`src/tbp_regs.vh`:
```
// Summary of operation
// one token equals one byte of length
// bucket level capped at configured size
// tokens added at constant configured rate
// single bucket: send only if tokens cover length
// sent packet removes its length in tokens
// shaping holds packet until tokens suffice
// policing drops or marks uncovered packets
// software keeps bucket within interface bandwidth
// committed overflow spills into excess bucket
// single rate: committed covers length gives green
// single rate: green deducts committed bucket
// single rate: excess covers gives yellow, else red
// discarded packets leave all buckets untouched
// colour codes loss priority, red highest
// two rate: both buckets refill independently
// software sets peak rate at least committed
// two rate: peak short gives red, droppable
// two rate: committed covers green, else yellow
// mark writes 6-bit code, low bits kept
// two rate: green deducts both, yellow peak
// mode field selects one of four modes
`ifndef TBP_REGS_VH
`define TBP_REGS_VH
`define TBP_ADDR_CTRL 8'h00
`define TBP_ADDR_COMMITTED_RATE 8'h04
`define TBP_ADDR_PEAK_RATE 8'h08
`define TBP_ADDR_COMMITTED_BUCKET 8'h0C
`define TBP_ADDR_EXCESS_BUCKET 8'h10
`define TBP_ADDR_PEAK_BUCKET 8'h14
`define TBP_ADDR_DSCP 8'h18
`define TBP_ADDR_LEVEL_C 8'h1C
`define TBP_ADDR_LEVEL_S 8'h20
`define TBP_ADDR_CNT_GREEN 8'h24
`define TBP_ADDR_CNT_YELLOW 8'h28
`define TBP_ADDR_CNT_RED 8'h2C
`define TBP_ADDR_CNT_DROP 8'h30
`define TBP_CTRL_MODE_LO 0
`define TBP_CTRL_MODE_HI 1
`define TBP_CTRL_POLICE_MARK 2
`define TBP_CTRL_RED_DROP 3
`define TBP_CTRL_RESET 32'h0000_0000
`define TBP_RATE_RESET 32'h0001_0000
`define TBP_SIZE_RESET 32'h0000_2800
`define TBP_DSCP_RESET 32'h0000_0000
`define TBP_MODE_SHAPE 2'h0
`define TBP_MODE_POLICE 2'h1
`define TBP_MODE_SINGLE_RATE_THREE_COLOUR_MODE 2'h2
`define TBP_MODE_TWO_RATE_THREE_COLOUR_MODE 2'h3
`define TBP_COLOUR_GREEN 2'h0
`define TBP_COLOUR_YELLOW 2'h1
`define TBP_COLOUR_RED 2'h2
`endif

```
`src/tbp_bucket.v`:
```
`timescale 1ns/10ps
`include "tbp_regs.vh"
module tbp_bucket(
	input wire clk_sys,
	input wire resetn,
	input wire ce,
	input wire [31:0] rate,
	input wire [31:0] size,
	input wire [31:0] spill_in,
	input wire take,
	input wire [15:0] take_len,
	output reg [31:0] level,
	output wire [31:0] spill_out
);
	// rate is 16.16 tokens per cycle; the fraction carries so slow rates stay exact
	reg [15:0] frac;
	wire [16:0] frac_sum;
	wire [33:0] fill;
	wire [33:0] after;
	wire over;
	wire [33:0] excess_amt;
	wire [33:0] next_level;
	assign frac_sum = {1'b0, frac} + {1'b0, rate[15:0]};
	assign fill = {2'b00, level} + {18'h00000, rate[31:16]} + {33'h0, frac_sum[16]} + {2'b00, spill_in};
	assign after = take ? fill - {18'h00000, take_len} : fill;
	assign over = after > {2'b00, size};
	assign excess_amt = after - {2'b00, size};
	assign next_level = over ? {2'b00, size} : after;
	assign spill_out = over ? excess_amt[31:0] : 32'h0000_0000;
	always @(posedge clk_sys or negedge resetn)
	begin
		if (!resetn)
		begin
			level <= 32'h0000_0000;
			frac <= 16'h0000;
		end
		else if (ce)
		begin
			level <= next_level[31:0];
			frac <= frac_sum[15:0];
		end
	end
endmodule

```
`src/tbp_marker.v`:
```
`timescale 1ns/10ps
`include "tbp_regs.vh"
module tbp_marker(
	input wire [1:0] colour,
	input wire mark_en,
	input wire [5:0] red_code,
	input wire [5:0] yellow_code,
	input wire [7:0] ds_in,
	output reg [7:0] ds_out
);
	// the two low ds bits belong to other protocols and pass through
	always @*
	begin
		ds_out = ds_in;
		if (mark_en && colour == `TBP_COLOUR_RED)
			ds_out = {red_code, ds_in[1:0]};
		else if (mark_en && colour == `TBP_COLOUR_YELLOW)
			ds_out = {yellow_code, ds_in[1:0]};
	end
endmodule

```
`src/tbp_top.v`:
```
`timescale 1ns/10ps
`include "tbp_regs.vh"
module tbp_top(
	input wire clk_sys,
	input wire resetn,
	input wire ce,
	input wire [7:0] reg_addr,
	input wire [31:0] reg_wdata,
	input wire reg_wr,
	input wire reg_rd,
	output reg [31:0] reg_rdata,
	input wire pkt_valid,
	input wire [15:0] pkt_len,
	input wire [7:0] pkt_ds,
	output reg pkt_ready,
	output reg out_valid,
	output reg out_pass,
	output reg out_drop,
	output reg [1:0] out_colour,
	output reg [15:0] out_len,
	output reg [7:0] out_ds
);
	localparam ST_IDLE = 1'b0;
	localparam ST_EVAL = 1'b1;

	reg [31:0] ctrl;
	reg [31:0] committed_rate;
	reg [31:0] peak_rate;
	reg [31:0] committed_bucket;
	reg [31:0] excess_bucket;
	reg [31:0] peak_bucket;
	reg [31:0] dscp_codes;
	reg [31:0] cnt_green;
	reg [31:0] cnt_yellow;
	reg [31:0] cnt_red;
	reg [31:0] cnt_drop;
	reg state;
	reg [15:0] hold_len;
	reg [7:0] hold_ds;

	wire [1:0] mode;
	wire police_mark;
	wire red_drop;
	wire [31:0] level_c;
	wire [31:0] level_s;
	wire [31:0] spill_c;
	wire [31:0] second_rate;
	wire [31:0] second_size;
	wire [31:0] second_spill;
	wire [7:0] marked_ds;
	wire fit_c;
	wire fit_s;

	reg done;
	reg [1:0] colour;
	reg drop;
	reg take_c;
	reg take_s;
	reg next_state;
	reg [31:0] next_rdata;

	function fits;
		input [31:0] lvl;
		input [15:0] len;
		begin
			fits = lvl >= {16'h0000, len};
		end
	endfunction

	assign mode = ctrl[`TBP_CTRL_MODE_HI:`TBP_CTRL_MODE_LO];
	assign police_mark = ctrl[`TBP_CTRL_POLICE_MARK];
	assign red_drop = ctrl[`TBP_CTRL_RED_DROP];
	assign fit_c = fits(level_c, hold_len);
	assign fit_s = fits(level_s, hold_len);

	// the second bucket is the excess bucket in single rate mode and the peak bucket in two rate mode
	assign second_rate = (mode == `TBP_MODE_TWO_RATE_THREE_COLOUR_MODE) ? peak_rate : 32'h0000_0000;
	assign second_size = (mode == `TBP_MODE_TWO_RATE_THREE_COLOUR_MODE) ? peak_bucket : excess_bucket;
	assign second_spill = (mode == `TBP_MODE_SINGLE_RATE_THREE_COLOUR_MODE) ? spill_c : 32'h0000_0000;

	tbp_bucket u_committed(
		.clk_sys(clk_sys),
		.resetn(resetn),
		.ce(ce),
		.rate(committed_rate),
		.size(committed_bucket),
		.spill_in(32'h0000_0000),
		.take(take_c),
		.take_len(hold_len),
		.level(level_c),
		.spill_out(spill_c)
	);

	tbp_bucket u_second(
		.clk_sys(clk_sys),
		.resetn(resetn),
		.ce(ce),
		.rate(second_rate),
		.size(second_size),
		.spill_in(second_spill),
		.take(take_s),
		.take_len(hold_len),
		.level(level_s),
		.spill_out()
	);

	tbp_marker u_marker(
		.colour(colour),
		.mark_en(!drop),
		.red_code(dscp_codes[5:0]),
		.yellow_code(dscp_codes[13:8]),
		.ds_in(hold_ds),
		.ds_out(marked_ds)
	);

	// decision on the held descriptor; tokens are only deducted when a packet leaves undropped
	always @*
	begin
		done = 1'b0;
		colour = `TBP_COLOUR_GREEN;
		drop = 1'b0;
		take_c = 1'b0;
		take_s = 1'b0;
		next_state = state;
		case (state)
			ST_IDLE:
			begin
				if (pkt_valid && pkt_ready)
					next_state = ST_EVAL;
			end
			ST_EVAL:
			begin
				done = 1'b1;
				case (mode)
					`TBP_MODE_SHAPE:
					begin
						if (fit_c)
							take_c = 1'b1;
						else
							done = 1'b0;
					end
					`TBP_MODE_POLICE:
					begin
						if (fit_c)
							take_c = 1'b1;
						else
						begin
							colour = `TBP_COLOUR_RED;
							drop = !police_mark;
						end
					end
					`TBP_MODE_SINGLE_RATE_THREE_COLOUR_MODE:
					begin
						if (fit_c)
							take_c = 1'b1;
						else if (fit_s)
						begin
							colour = `TBP_COLOUR_YELLOW;
							take_s = 1'b1;
						end
						else
						begin
							colour = `TBP_COLOUR_RED;
							drop = red_drop;
						end
					end
					`TBP_MODE_TWO_RATE_THREE_COLOUR_MODE:
					begin
						if (!fit_s)
						begin
							colour = `TBP_COLOUR_RED;
							drop = red_drop;
						end
						else if (fit_c)
						begin
							take_c = 1'b1;
							take_s = 1'b1;
						end
						else
						begin
							colour = `TBP_COLOUR_YELLOW;
							take_s = 1'b1;
						end
					end
					default:
					begin
						done = 1'b0;
					end
				endcase
				if (done)
					next_state = ST_IDLE;
			end
			default:
			begin
				next_state = ST_IDLE;
			end
		endcase
	end

	always @(posedge clk_sys or negedge resetn)
	begin
		if (!resetn)
		begin
			state <= ST_IDLE;
			pkt_ready <= 1'b0;
			hold_len <= 16'h0000;
			hold_ds <= 8'h00;
			out_valid <= 1'b0;
			out_pass <= 1'b0;
			out_drop <= 1'b0;
			out_colour <= `TBP_COLOUR_GREEN;
			out_len <= 16'h0000;
			out_ds <= 8'h00;
		end
		else if (ce)
		begin
			state <= next_state;
			pkt_ready <= (next_state == ST_IDLE);
			out_valid <= done;
			if (pkt_valid && pkt_ready)
			begin
				hold_len <= pkt_len;
				hold_ds <= pkt_ds;
			end
			if (done)
			begin
				out_pass <= !drop;
				out_drop <= drop;
				out_colour <= colour;
				out_len <= hold_len;
				out_ds <= marked_ds;
			end
		end
	end

	// statistics wrap silently; software samples the difference
	always @(posedge clk_sys or negedge resetn)
	begin
		if (!resetn)
		begin
			cnt_green <= 32'h0000_0000;
			cnt_yellow <= 32'h0000_0000;
			cnt_red <= 32'h0000_0000;
			cnt_drop <= 32'h0000_0000;
		end
		else if (ce && done)
		begin
			if (colour == `TBP_COLOUR_GREEN)
				cnt_green <= cnt_green + 32'h0000_0001;
			if (colour == `TBP_COLOUR_YELLOW)
				cnt_yellow <= cnt_yellow + 32'h0000_0001;
			if (colour == `TBP_COLOUR_RED)
				cnt_red <= cnt_red + 32'h0000_0001;
			if (drop)
				cnt_drop <= cnt_drop + 32'h0000_0001;
		end
	end

	// configuration; a rate or size change takes effect on the next cycle's refill
	always @(posedge clk_sys or negedge resetn)
	begin
		if (!resetn)
		begin
			ctrl <= `TBP_CTRL_RESET;
			committed_rate <= `TBP_RATE_RESET;
			peak_rate <= `TBP_RATE_RESET;
			committed_bucket <= `TBP_SIZE_RESET;
			excess_bucket <= `TBP_SIZE_RESET;
			peak_bucket <= `TBP_SIZE_RESET;
			dscp_codes <= `TBP_DSCP_RESET;
		end
		else if (ce && reg_wr)
		begin
			case (reg_addr)
				`TBP_ADDR_CTRL:
					ctrl <= {28'h0000000, reg_wdata[3:0]};
				`TBP_ADDR_COMMITTED_RATE:
					committed_rate <= reg_wdata;
				`TBP_ADDR_PEAK_RATE:
					peak_rate <= reg_wdata;
				`TBP_ADDR_COMMITTED_BUCKET:
					committed_bucket <= reg_wdata;
				`TBP_ADDR_EXCESS_BUCKET:
					excess_bucket <= reg_wdata;
				`TBP_ADDR_PEAK_BUCKET:
					peak_bucket <= reg_wdata;
				`TBP_ADDR_DSCP:
					dscp_codes <= {18'h00000, reg_wdata[13:8], 2'b00, reg_wdata[5:0]};
				default:
				begin
				end
			endcase
		end
	end

	always @*
	begin
		next_rdata = 32'h0000_0000;
		if (reg_rd)
		begin
			case (reg_addr)
				`TBP_ADDR_CTRL:
					next_rdata = ctrl;
				`TBP_ADDR_COMMITTED_RATE:
					next_rdata = committed_rate;
				`TBP_ADDR_PEAK_RATE:
					next_rdata = peak_rate;
				`TBP_ADDR_COMMITTED_BUCKET:
					next_rdata = committed_bucket;
				`TBP_ADDR_EXCESS_BUCKET:
					next_rdata = excess_bucket;
				`TBP_ADDR_PEAK_BUCKET:
					next_rdata = peak_bucket;
				`TBP_ADDR_DSCP:
					next_rdata = dscp_codes;
				`TBP_ADDR_LEVEL_C:
					next_rdata = level_c;
				`TBP_ADDR_LEVEL_S:
					next_rdata = level_s;
				`TBP_ADDR_CNT_GREEN:
					next_rdata = cnt_green;
				`TBP_ADDR_CNT_YELLOW:
					next_rdata = cnt_yellow;
				`TBP_ADDR_CNT_RED:
					next_rdata = cnt_red;
				`TBP_ADDR_CNT_DROP:
					next_rdata = cnt_drop;
				default:
					next_rdata = 32'h0000_0000;
			endcase
		end
	end

	always @(posedge clk_sys or negedge resetn)
	begin
		if (!resetn)
			reg_rdata <= 32'h0000_0000;
		else if (ce)
			reg_rdata <= next_rdata;
	end
endmodule

```
`config.mk`:
```
export PLATFORM = sky130hd
export DESIGN_NAME = tbp_top
export DESIGN_NICKNAME = d
export VERILOG_FILES = /design/src/tbp_bucket.v /design/src/tbp_marker.v /design/src/tbp_top.v
export VERILOG_INCLUDE_DIRS = /design/src
export SDC_FILE = /design/constraint.sdc
export NUM_CORES = 1
export LEC_CHECK = 0
export ABC_AREA = 1
export BUFFER_PORTS_ARGS = -buffer_cell sky130_fd_sc_hd__buf_4
export CAP_MARGIN = 10
export CORE_MARGIN = 3
export CORE_UTILIZATION = 41
export DETAILED_ROUTE_END_ITERATION = 6
export SLEW_MARGIN = 20
export SYNTH_ARGS = -nofsm -noshare
export SYNTH_HDL_FRONTEND = slang
export SYNTH_SLANG_ARGS = --single-unit
```
`constraint.sdc`:
```
create_clock -name clk_sys -period 13.9 [get_ports clk_sys]
set_input_delay 0.695 -clock clk_sys [delete_from_list [all_inputs] [get_ports clk_sys]]
set_output_delay 0.695 -clock clk_sys [all_outputs]
set_load 0.05 [all_outputs]
```
* Word-level counts from Yosys, hierarchy flattened
Index checks and enable logic that the tools add are counted.
W data, S select, Z words.
** Storage, ports and cells
- Register bits :: 487
- Latch bits :: 0
- Bits in writable memories :: 0
- ROM bits :: 0
- Input bits :: 70
- Word-level logic and storage cells :: 125
- Memories :: 0
** Cells by class
- Add/sub/neg operators :: 14
- $mul :: 0
- Div/mod/pow operators :: 0
- $lt $le $gt $ge :: 4
- Equal/unequal tests :: 17
- Shift operators :: 0
- Muxes and demuxes :: 38
- Bitwise gates (word level) :: 2
- Reductions and logical operators :: 24
** Operator list (number)
- $pmux W32 S13 :: 1
- $mux W32 :: 7
- $add A32 B1 Y32 const B :: 4
- $add A34 B1 Y34 :: 2
- $gt A34 B32 Y1 :: 2
- $mux W34 :: 2
- $sub A34 B16 Y34 :: 2
- $add A32 B16 Y33 :: 2
- $ge A32 B16 Y1 :: 2
- $eq A8 B6 Y1 const B :: 5
- $add A16 B16 Y17 :: 2
- $add A34 B32 Y34 :: 1
- $eq A8 B5 Y1 const B :: 4
- $sub A32 B32 Y32 :: 1
- $reduce_and A2 Y1 :: 13
- $eq A8 B4 Y1 const B :: 2
- $mux W1 :: 16
- $mux W8 :: 2
- $mux W2 :: 5
- $eq A8 B3 Y1 const B :: 1
- $logic_not A8 Y1 :: 1
- $eq A2 B2 Y1 const B :: 3
- $pmux W1 S2 :: 3
- $pmux W2 S3 :: 1
- other kinds (7) :: 15

* Longest topological paths before layout
Gate-level depths: netlist of the first run.
- Depth after elaboration :: 14
- Depth in mapped cells :: 91
- Depth with buffers taken out :: 90

* Hierarchy
From an unflattened synthesis of the first run, not the netlist that was laid out.
** Unflattened totals
- Cell total of the unflattened synthesis :: 6660
- Area, all modules :: 42764.8 sq um
** By module, submodules not included
- tbp_top :: instances 1, cells an instance 2940, area an instance 21864.7 sq um, seq. area each 9794.4 sq um
- tbp_bucket at u_second :: instances 1, cells an instance 1856, area an instance 10386.2 sq um, seq. area each 1201.2 sq um
- tbp_bucket at u_committed :: instances 1, cells an instance 1813, area an instance 10281.1 sq um, seq. area each 1201.2 sq um
- tbp_marker :: instances 1, cells an instance 51, area an instance 232.7 sq um, seq. area each 0.0 sq um

* Worst setup path before layout of the first run
OpenSTA, ideal clock, no wires.
- Path kind :: reg2reg
- Start point :: reg committed_rate[0]
- End point :: reg u_second.level[10]
- Arrival :: 11.466 ns
- Setup slack :: 2.316 ns
- Stages on the path, launching flop included :: 80
- Clock period less this slack :: 11.584 ns
- Cell sequence :: dfrtp_1 > ha_1 > fa_1 > a31oi_1 > nor2_1 > o21ai_0 > nand2_1 > nand3_1 > o2111ai_1 > a21oi_1 > o21bai_1 > ha_1 > ha_1 > inv_1 > nor2_1 > nand3_1 > xor2_1 > ha_1 > [... 44 more ...] > nand2_1 > xnor2_1 > ha_1 > a21oi_1 > nor2_1 > a2111oi_0 > nand2_1 > nand2_1 > nand2_1 > nand2_1 > nand2_1 > o41ai_1 > nand2_1 > nor2_2 > clkbuf_1 > nand3b_1 > nand3_1 > nand2_1
** Between the ends
- Longest elaborated chain between the ends :: 12
- Elaborated cells between the ends (all ways) :: 13
- Classes of those cells :: 6 x add/sub; 2 x order compare; 5 x mux
** RTL lines
- from (decl) :: RTL line tbp_top.v:27 : reg [31:0] committed_rate;
- from (signal assigned) :: RTL line tbp_top.v:265 : committed_rate <= `TBP_RATE_RESET;
- from (signal assigned) :: RTL line tbp_top.v:278 : committed_rate <= reg_wdata;
- $add A16 B16 Y17 (*) :: RTL line tbp_bucket.v:23 : assign frac_sum = {1'b0, frac} + {1'b0, rate[15:0]};
- $add A34 B1 Y34 (*) :: RTL line tbp_bucket.v:24 : assign fill = {2'b00, level} + {18'h00000, rate[31:16]} + {33'h0, frac_sum[16]} + {2'b00, spill_in};
- $sub A34 B16 Y34 :: RTL line tbp_bucket.v:25 : assign after = take ? fill - {18'h00000, take_len} : fill;
- $mux W34 (*) :: RTL line tbp_bucket.v:25
- $sub A32 B32 Y32 or $gt A34 B32 Y1 (tied branches) :: RTL line tbp_bucket.v:27, tbp_bucket.v:26
- $mux W32 (*) :: RTL line tbp_bucket.v:29 : assign spill_out = over ? excess_amt[31:0] : 32'h0000_0000;
- $mux W32 (*) :: RTL line tbp_top.v:79 : assign second_spill = (mode == `TBP_MODE_SINGLE_RATE_THREE_COLOUR_MODE) ? spill_c : 32'h0000_0000;
- $add A34 B32 Y34 (*) :: RTL line tbp_bucket.v:24
- $sub A34 B16 Y34 :: RTL line tbp_bucket.v:25
- $mux W34 (*) :: RTL line tbp_bucket.v:25
- $gt A34 B32 Y1 :: RTL line tbp_bucket.v:26 : assign over = after > {2'b00, size};
- $mux W32 (*) :: RTL line tbp_bucket.v:28 : assign next_level = over ? {2'b00, size} : after;
- to (signal assigned) :: RTL line tbp_bucket.v:39 : level <= next_level[31:0];
- to (decl) :: RTL line tbp_bucket.v:12 : output reg [31:0] level,
Mark *: on every way between the ends. The rest lies on a longest branch, timed or not.
A chain may end at the register's enable or synchronous reset.

* Final worst setup path of the first run
- Start point :: reg u_committed.frac[3]
- End point :: reg u_second.level[13]
** Between the ends
- Longest elaborated chain between the ends :: 12
- Elaborated cells between the ends (all ways) :: 13
- Classes of those cells :: 6 x add/sub; 2 x order compare; 5 x mux
** RTL lines
- from (decl) :: RTL line tbp_bucket.v:16 : reg [15:0] frac;
- from (signal assigned) :: RTL line tbp_bucket.v:40 : frac <= frac_sum[15:0];
- $add A16 B16 Y17 (*) :: RTL line tbp_bucket.v:23
- $add A34 B1 Y34 (*) :: RTL line tbp_bucket.v:24
- $sub A34 B16 Y34 :: RTL line tbp_bucket.v:25
- $mux W34 (*) :: RTL line tbp_bucket.v:25
- $sub A32 B32 Y32 or $gt A34 B32 Y1 (tied branches) :: RTL line tbp_bucket.v:27, tbp_bucket.v:26
- $mux W32 (*) :: RTL line tbp_bucket.v:29
- $mux W32 (*) :: RTL line tbp_top.v:79
- $add A34 B32 Y34 (*) :: RTL line tbp_bucket.v:24
- $sub A34 B16 Y34 :: RTL line tbp_bucket.v:25
- $mux W34 (*) :: RTL line tbp_bucket.v:25
- $gt A34 B32 Y1 :: RTL line tbp_bucket.v:26
- $mux W32 (*) :: RTL line tbp_bucket.v:28
Marked as above.

==> results of run 1 <==
## cell type report
cell class | count | area [um^2] | share of cell area
flip-flops and latches | 487 | 12200 | 0.295
inverters | 656 | 2460 | 0.0596
multi-input cells | 3885 | 21800 | 0.528
clock buffers | 77 | 1580 | 0.0382
diodes | 4 | 10.0 | 0.000242
clock inverters | 29 | 387 | 0.00935
repair buffers | 183 | 1440 | 0.0348
well taps | 1165 | 1460 | 0.0353
## how the worst max path moves through the flow
stage,cells past startpoint,end,slack [ns]
global route,84,u_second.level[21]$_DFFE_PN0P_,-0.08
finish,74,u_second.level[13]$_DFFE_PN0P_,0.82
detailed placement,81,u_second.level[15]$_DFFE_PN0P_,-0.02
CTS,81,u_second.level[15]$_DFFE_PN0P_,0.07
floorplan,79,u_second.level[10]$_DFFE_PN0P_,2.32
global placement,85,u_second.level[10]$_DFFE_PN0P_,0.21
## what timing repair did
action	in CTS	in global routing
gates resized for setup	2	83
endpoints found under the setup margin	32	32
gates cloned	0	2
pin swaps	0	13
setup buffers	0	5
## power by group through the flow
stage	sequential, uW	clock [uW]	combinational, uW
2_1_floorplan	1890	0	2550
3_3_place_gp	1900	0	3750
3_5_place_dp	1900	0	3740
4_1_cts	1880	1620	3770
5_1_grt	1900	1670	4370
6_report	1890	1590	3960
## worst max-delay path, delay by kind of cell, from the launching register on
kind | cells | cell delay, ns
flops | 1 | 0.40
compound gates | 17 | 3.22
buf+inv | 9 | 1.13
fa+ha+maj | 8 | 2.52
xor+xnor | 3 | 0.76
simple gates | 37 | 4.93
## registers in the layout, indices dropped and copies added, names as in the netlist, 32 cells and up
register,count
cnt_green,32
cnt_drop,32
peak_rate,32
committed_bucket,32
u_committed.level,32
committed_rate,32
peak_bucket,32
excess_bucket,32
cnt_red,32
cnt_yellow,32
reg_rdata,32
u_second.level,32
## per-layer routing
metal	track usage	part of all wire
met1	0.405	0.43
met2	0.498	0.45
met3	0.0434	0.070
met4	0.124	0.050
met5	0	0.00020
## metrics by stage
stage,utilization,hold slack (ns),std cells
after floorplan,-,0.399,5172
after global placement,0.439,0.456,6369
after detailed placement,0.439,0.466,6369
after CTS,0.461,0.139,6475
after global routing,0.466,0.159,6482
final,0.466,0.106,6486
## cells in the final DEF (no fill, tap or decap), types with 75 or more instances in the layout
master and instances:
nand4_1 88, nand3_1 350, a221oi_1 76, a21oi_1 211, ha_1 220, nor2_1 348
o21ai_0 370, xor2_1 206, buf_4 174, nor3_1 75, dfrtp_1 479, inv_1 637
nand2_1 1420
## kinds of logic after synthesis
family / count (synthesis) / share of synthesized area
XOR/XNOR: 284 / 0.0677
multiplexers: 12 / 0.00358
AND/OR/NAND/NOR: 2481 / 0.290
flip-flops: 487 / 0.332
AO/OA/AOI/OAI: 870 / 0.139
adder cells (fa/ha/maj): 238 / 0.0829
buffers and inverters: 800 / 0.0850
==> results by group, run 1 <==
Run status
  – Status: finished clean

Critical path
  – Slowest stage delay, CP: 0.40 ns
  – Slowest CP cell: dfrtp_1
  – R2R setup slack: 0.82 ns
  – Crit path from: u_committed.frac[3]$_DFFE_PN0P_
  – Critical Path Most Common Cell: nand2_1
  – Startpoint types: flip-flop
  – FF-to-FF path depth: 74
  – R2R Path End: u_second.level[13]$_DFFE_PN0P_
  – CP endpoint kind: flip-flop
  – Critical path class: flip-flop to flip-flop
  – CP Data Required Time: 14.46 ns
  – R2r startpoint: u_committed.frac[3]$_DFFE_PN0P_
  – Worst endpoint data arrival time: ~14 ns
  – Crit-path max FO: 22

CTS
  – Clock sinks: just under 500
  – H-Tree Depth: 2
  – Clk_lat worst skew: 0.65 ns
  – CTS tree: yes
  – CTS buffer count: 56
  – CTS Hold Bufs: 0
  – Clk pin slew, worst setup/hold paths: approximately 0.070 ns
  – CTS Root Cell: clkbuf_16
  – Max clock buf depth: 3

Place
  – # port buffers: approximately 130
  – Place WS: -0.0235 ns
  – Final Wtd Congestion: 1.01
  – Placed wire-length estimate: 116000 um
  – Placed Instance Area: 0.0389 mm^2

Global routing
  – First-pass GRT wire length: 217000 um
  – Largest net degree at the start of global routing: between 100 and 150
  – Total track usage: 0.304
  – Initial antenna violation count: 5
  – Global route overflow: 0
  – Vias in the first global route: 34400

Drt
  – Wirelength, routed: roughly 150000 um
  – First-pass iteration count of the detailed router: 6
  – DRT iter0 DRCs: 3559
  – Via count: 36300
  – Antenna-violating nets left: 0
  – Via density per instance: 5.60
  – Per-cell routed wire length: 22.4 um
  – DRC: 0

Synth
  – Count leader, synth: nand2_1
  – Area leader, netlist: dfrtp_1
  – Synth cell types: 63
  – Synth Net Count: 5480
  – Syn Inst Count: 5172
  – Mean Syn Cell Area: between 7 and 8 um^2
  – EDFF count, synth: 0
  – Sequential-to-total area share from yosys stat: 0.332
  – Synth warnings: 0
  – Top FF cell, synth: dfrtp_1
  – Flops & latches, synth: 487
  – Top cells by area in the synthesized netlist: dfrtp_1 (33%), nand2_1 (15%), ha_1 (7.8%), inv_1 (6.5%), o21ai_0 (5.1%)
  – Post-synth top area share: 0.326
  – Post-synthesis async set-or-reset flop share: 1.00
  – Commonest cells in the netlist: nand2_1 (1430), inv_1 (638), dfrtp_1 (479)
  – Syn Std Cell Area: between 0.03 and 0.04 mm^2

Floorplan
  – Die ar.: between 0.09 and 0.1 mm^2
  – Num rows: 109
  – Vert. Die Dim: 305 um
  – Initial core utilization: 0.415
  – Die Width: ~310 um
  – Core area: 0.0886 mm^2
  – Top Ports: 132

Timing
  – Final setup margin: 0.818 ns
  – Max_slew headroom: 0.287
  – Period utilization: 0.941
  – Slew @ Worst Pin: roughly 1.1 ns
  – Final Slew Violations: 0
  – F_max: around 76 MHz
  – Setup TNS: 0 ns
  – Clock Skew: 0.0307 ns
  – Final setup vio count: 0
  – Final Critical Period: between 10 and 15 ns
  – Final Hold Fails: 0

Pwr
  – Sw frac: 0.482
  – Final Power: 7440 uW
  – Flop pwr share: 0.254
  – Sw power: around 3600 uW
  – P_leak: 0.0209 uW
  – Clock Power Share: 0.214
  – Logic pwr share: 0.532
  – Internal Pwr Total: 3850 uW
  – Pwr dens: 180 mW/mm^2
  – Worst IR drop on VDD: 0.116 mV

Min path
  – Worst Hold Class: input pin to asynchronous set/reset pin

Finish
  – Layout cell share with drive strength beyond 1: 0.0901
  – Fill cell count: slightly above 9000
  – Final net count: 5577
  – Area Growth Syn to Fin: 12.5%
  – Post-layout instance area: 0.0413 mm^2

Flow run
  – MaxCap Viol Count: 0
(Power assumes the default switching activity.)
==> inputs of run 2 (changes only) <==
SYNTH_HIERARCHICAL = 1   (was not set)
==> results by group, run 2 <==
Run status
  – Status: finished clean

Global routing
  – First-pass GRT wire length: 257000 um
  – Global route overflow: 0
  – Total track usage: 0.322
  – Vias in the first global route: 39400
  – Initial antenna violation count: 7
  – Largest net degree at the start of global routing: 148

Synth
  – Mean Syn Cell Area: 6.48 um^2
  – Syn Inst Count: 6418
  – Synth warnings: 6
  – Syn Std Cell Area: 0.0416 mm^2

Finish
  – Final Util: 0.460
  – Area of the multi-input gates: 0.0250 mm^2
  – Area Growth Syn to Fin: 11.0%
  – Most frequent cells in the layout: nand2_1 (2108), inv_1 (979), dfrtp_1 (479)
  – Layout cell share with drive strength beyond 1: 0.0682
  – Final net count: 6842
  – Register area: 0.0122 mm^2
  – Fill cell count: 10700
  – Post-layout instance area: 0.0462 mm^2
  – Most common library cell in the layout ignoring fill and taps: nand2_1

Critical path
  – Critical Path Most Common Cell: nand2_1
  – Slowest stage delay, CP: between 0.5 and 0.6 ns
  – Crit-path max FO: 32
  – Critical path class: flip-flop to flip-flop
  – Startpoint types: flip-flop
  – Worst endpoint data arrival time: approximately 13 ns
  – CP Data Required Time: 14.44 ns
  – CP endpoint kind: flip-flop
  – Slowest CP cell: dfrtp_1

Timing
  – Slew @ Worst Pin: roughly 1.1 ns
  – Period utilization: 0.928
  – Final Critical Period: ~13 ns
  – Max_slew headroom: 0.274
  – Setup TNS: 0 ns
  – Final Hold Fails: 0
  – Final Slew Violations: 0
  – Clock Skew: slightly above 0.05 ns
  – Final setup vio count: 0
  – RSZ-0062 raised after global routing: false
  – F_max: 77.6 MHz
  – WHS: 0.163 ns
  – Final setup margin: 1.01 ns

CTS
  – CTS buffer count: 58
  – Clk pin slew, worst setup/hold paths: 0.07 ns
  – CTS tree: yes
  – Clock sinks: 487
  – Max clock buf depth: 3
  – CTS Root Cell: clkbuf_16
  – Clk_lat worst skew: 0.69 ns
  – CTS Hold Bufs: 0
  – H-Tree Depth: 2

Drt
  – First-pass iteration count of the detailed router: 6
  – DRC: 0
  – Antenna-violating nets left: 0
  – Via count: about 43000
  – Via density per instance: 5.45
  – Wirelength, routed: 176000 um
  – Per-cell routed wire length: 22.2 um
  – DRT iter0 DRCs: ~5200

Floorplan
  – Die ar.: 0.105 mm^2
  – Vert. Die Dim: 325 um
  – Die Width: between 300 and 400 um
  – Top Ports: 132
  – Num rows: 116
  – Initial core utilization: 0.414
  – Core area: around 0.1 mm^2

Pwr
  – Worst IR drop on VDD: between 0.1 and 0.15 mV
  – P_leak: approximately 0.024 uW
  – Pwr dens: around 190 mW/mm^2

Place
  – Placed Instance Area: 0.0440 mm^2
  – Place WS: 0.831 ns
  – Placed wire-length estimate: 141000 um
  – # port buffers: 131
  – Final Wtd Congestion: 1.03

Min path
  – Worst Hold Class: input pin to asynchronous set/reset pin

Flow run
  – MaxCap Viol Count: 0
## run 2: repair_timing
action	CTS	global route
gates resized for setup	0	8
setup buffers	0	4
setup endpoints to repair	0	32
## run 2: final timing paths
kind                                             endpoint  slack [ns]                             start  cells past startpoint
setup / recovery           u_second/level[13]$_DFFE_PN0P_        1.01  u_committed/level[2]$_DFFE_PN0P_                     77
hold / removal              u_second/level[1]$_DFFE_PN0P_        0.16                            resetn                      1
setup reg to reg           u_second/level[13]$_DFFE_PN0P_        1.01  u_committed/level[2]$_DFFE_PN0P_                     77
hold reg to reg                     out_ds[0]$_DFFE_PN0P_        0.46            hold_ds[0]$_DFFE_PN0P_                      2
max in group asynchronous       peak_rate[18]$_DFFE_PN0P_       10.85                            resetn                      4
min in group clk_sys              hold_len[0]$_DFFE_PN0P_        0.29                        pkt_len[0]                      2
## run 2: worst max-delay path, delay by kind of cell, from the launching register on
kind            cells  cell delay [ns]
simple gates       41             5.04
xor+xnor            4             1.19
buf+inv            11             1.14
flops               1             0.59
compound gates     14             2.41
fa+ha+maj           7             2.43
## run 2: area by class of cell
class	count	area share
Tap cell	1357	0.0368
Timing Repair Buffer	174	0.0296
Multi-Input combinational cell	4776	0.542
Sequential cell	487	0.264
Clock inverter	27	0.00900
Antenna cell	1	0.0000542
Inverter	1005	0.0818
Clock buffer	82	0.0362
## run 2: report_power, final
| group | internal (uW) | switching, uW | leakage, uW |
|---|---|---|---|
| Clock | 992 | 693 | 0.00101 |
| Sequential | 1600 | 311 | 0.00655 |
| Combinational | 1620 | 3350 | 0.0165 |
## run 2: per-layer routing
layer | global-route usage | vias to the layer above | wire length [um]
met2 | 0.464 | 1940 | 71900
met4 | 0.137 | 8 | 8590
li1 | - | 20600 | -
met3 | 0.0720 | 323 | 17100
met5 | 0 | - | 56
met1 | 0.462 | 20200 | 77900
## run 2: through the flow
stage               std cells  power (uW)
finish                   7909        8560
global route             7908        9170
CTS                      7903        8390
detailed placement       7794        6690
global placement         7794        6670
floorplan                6450        5220
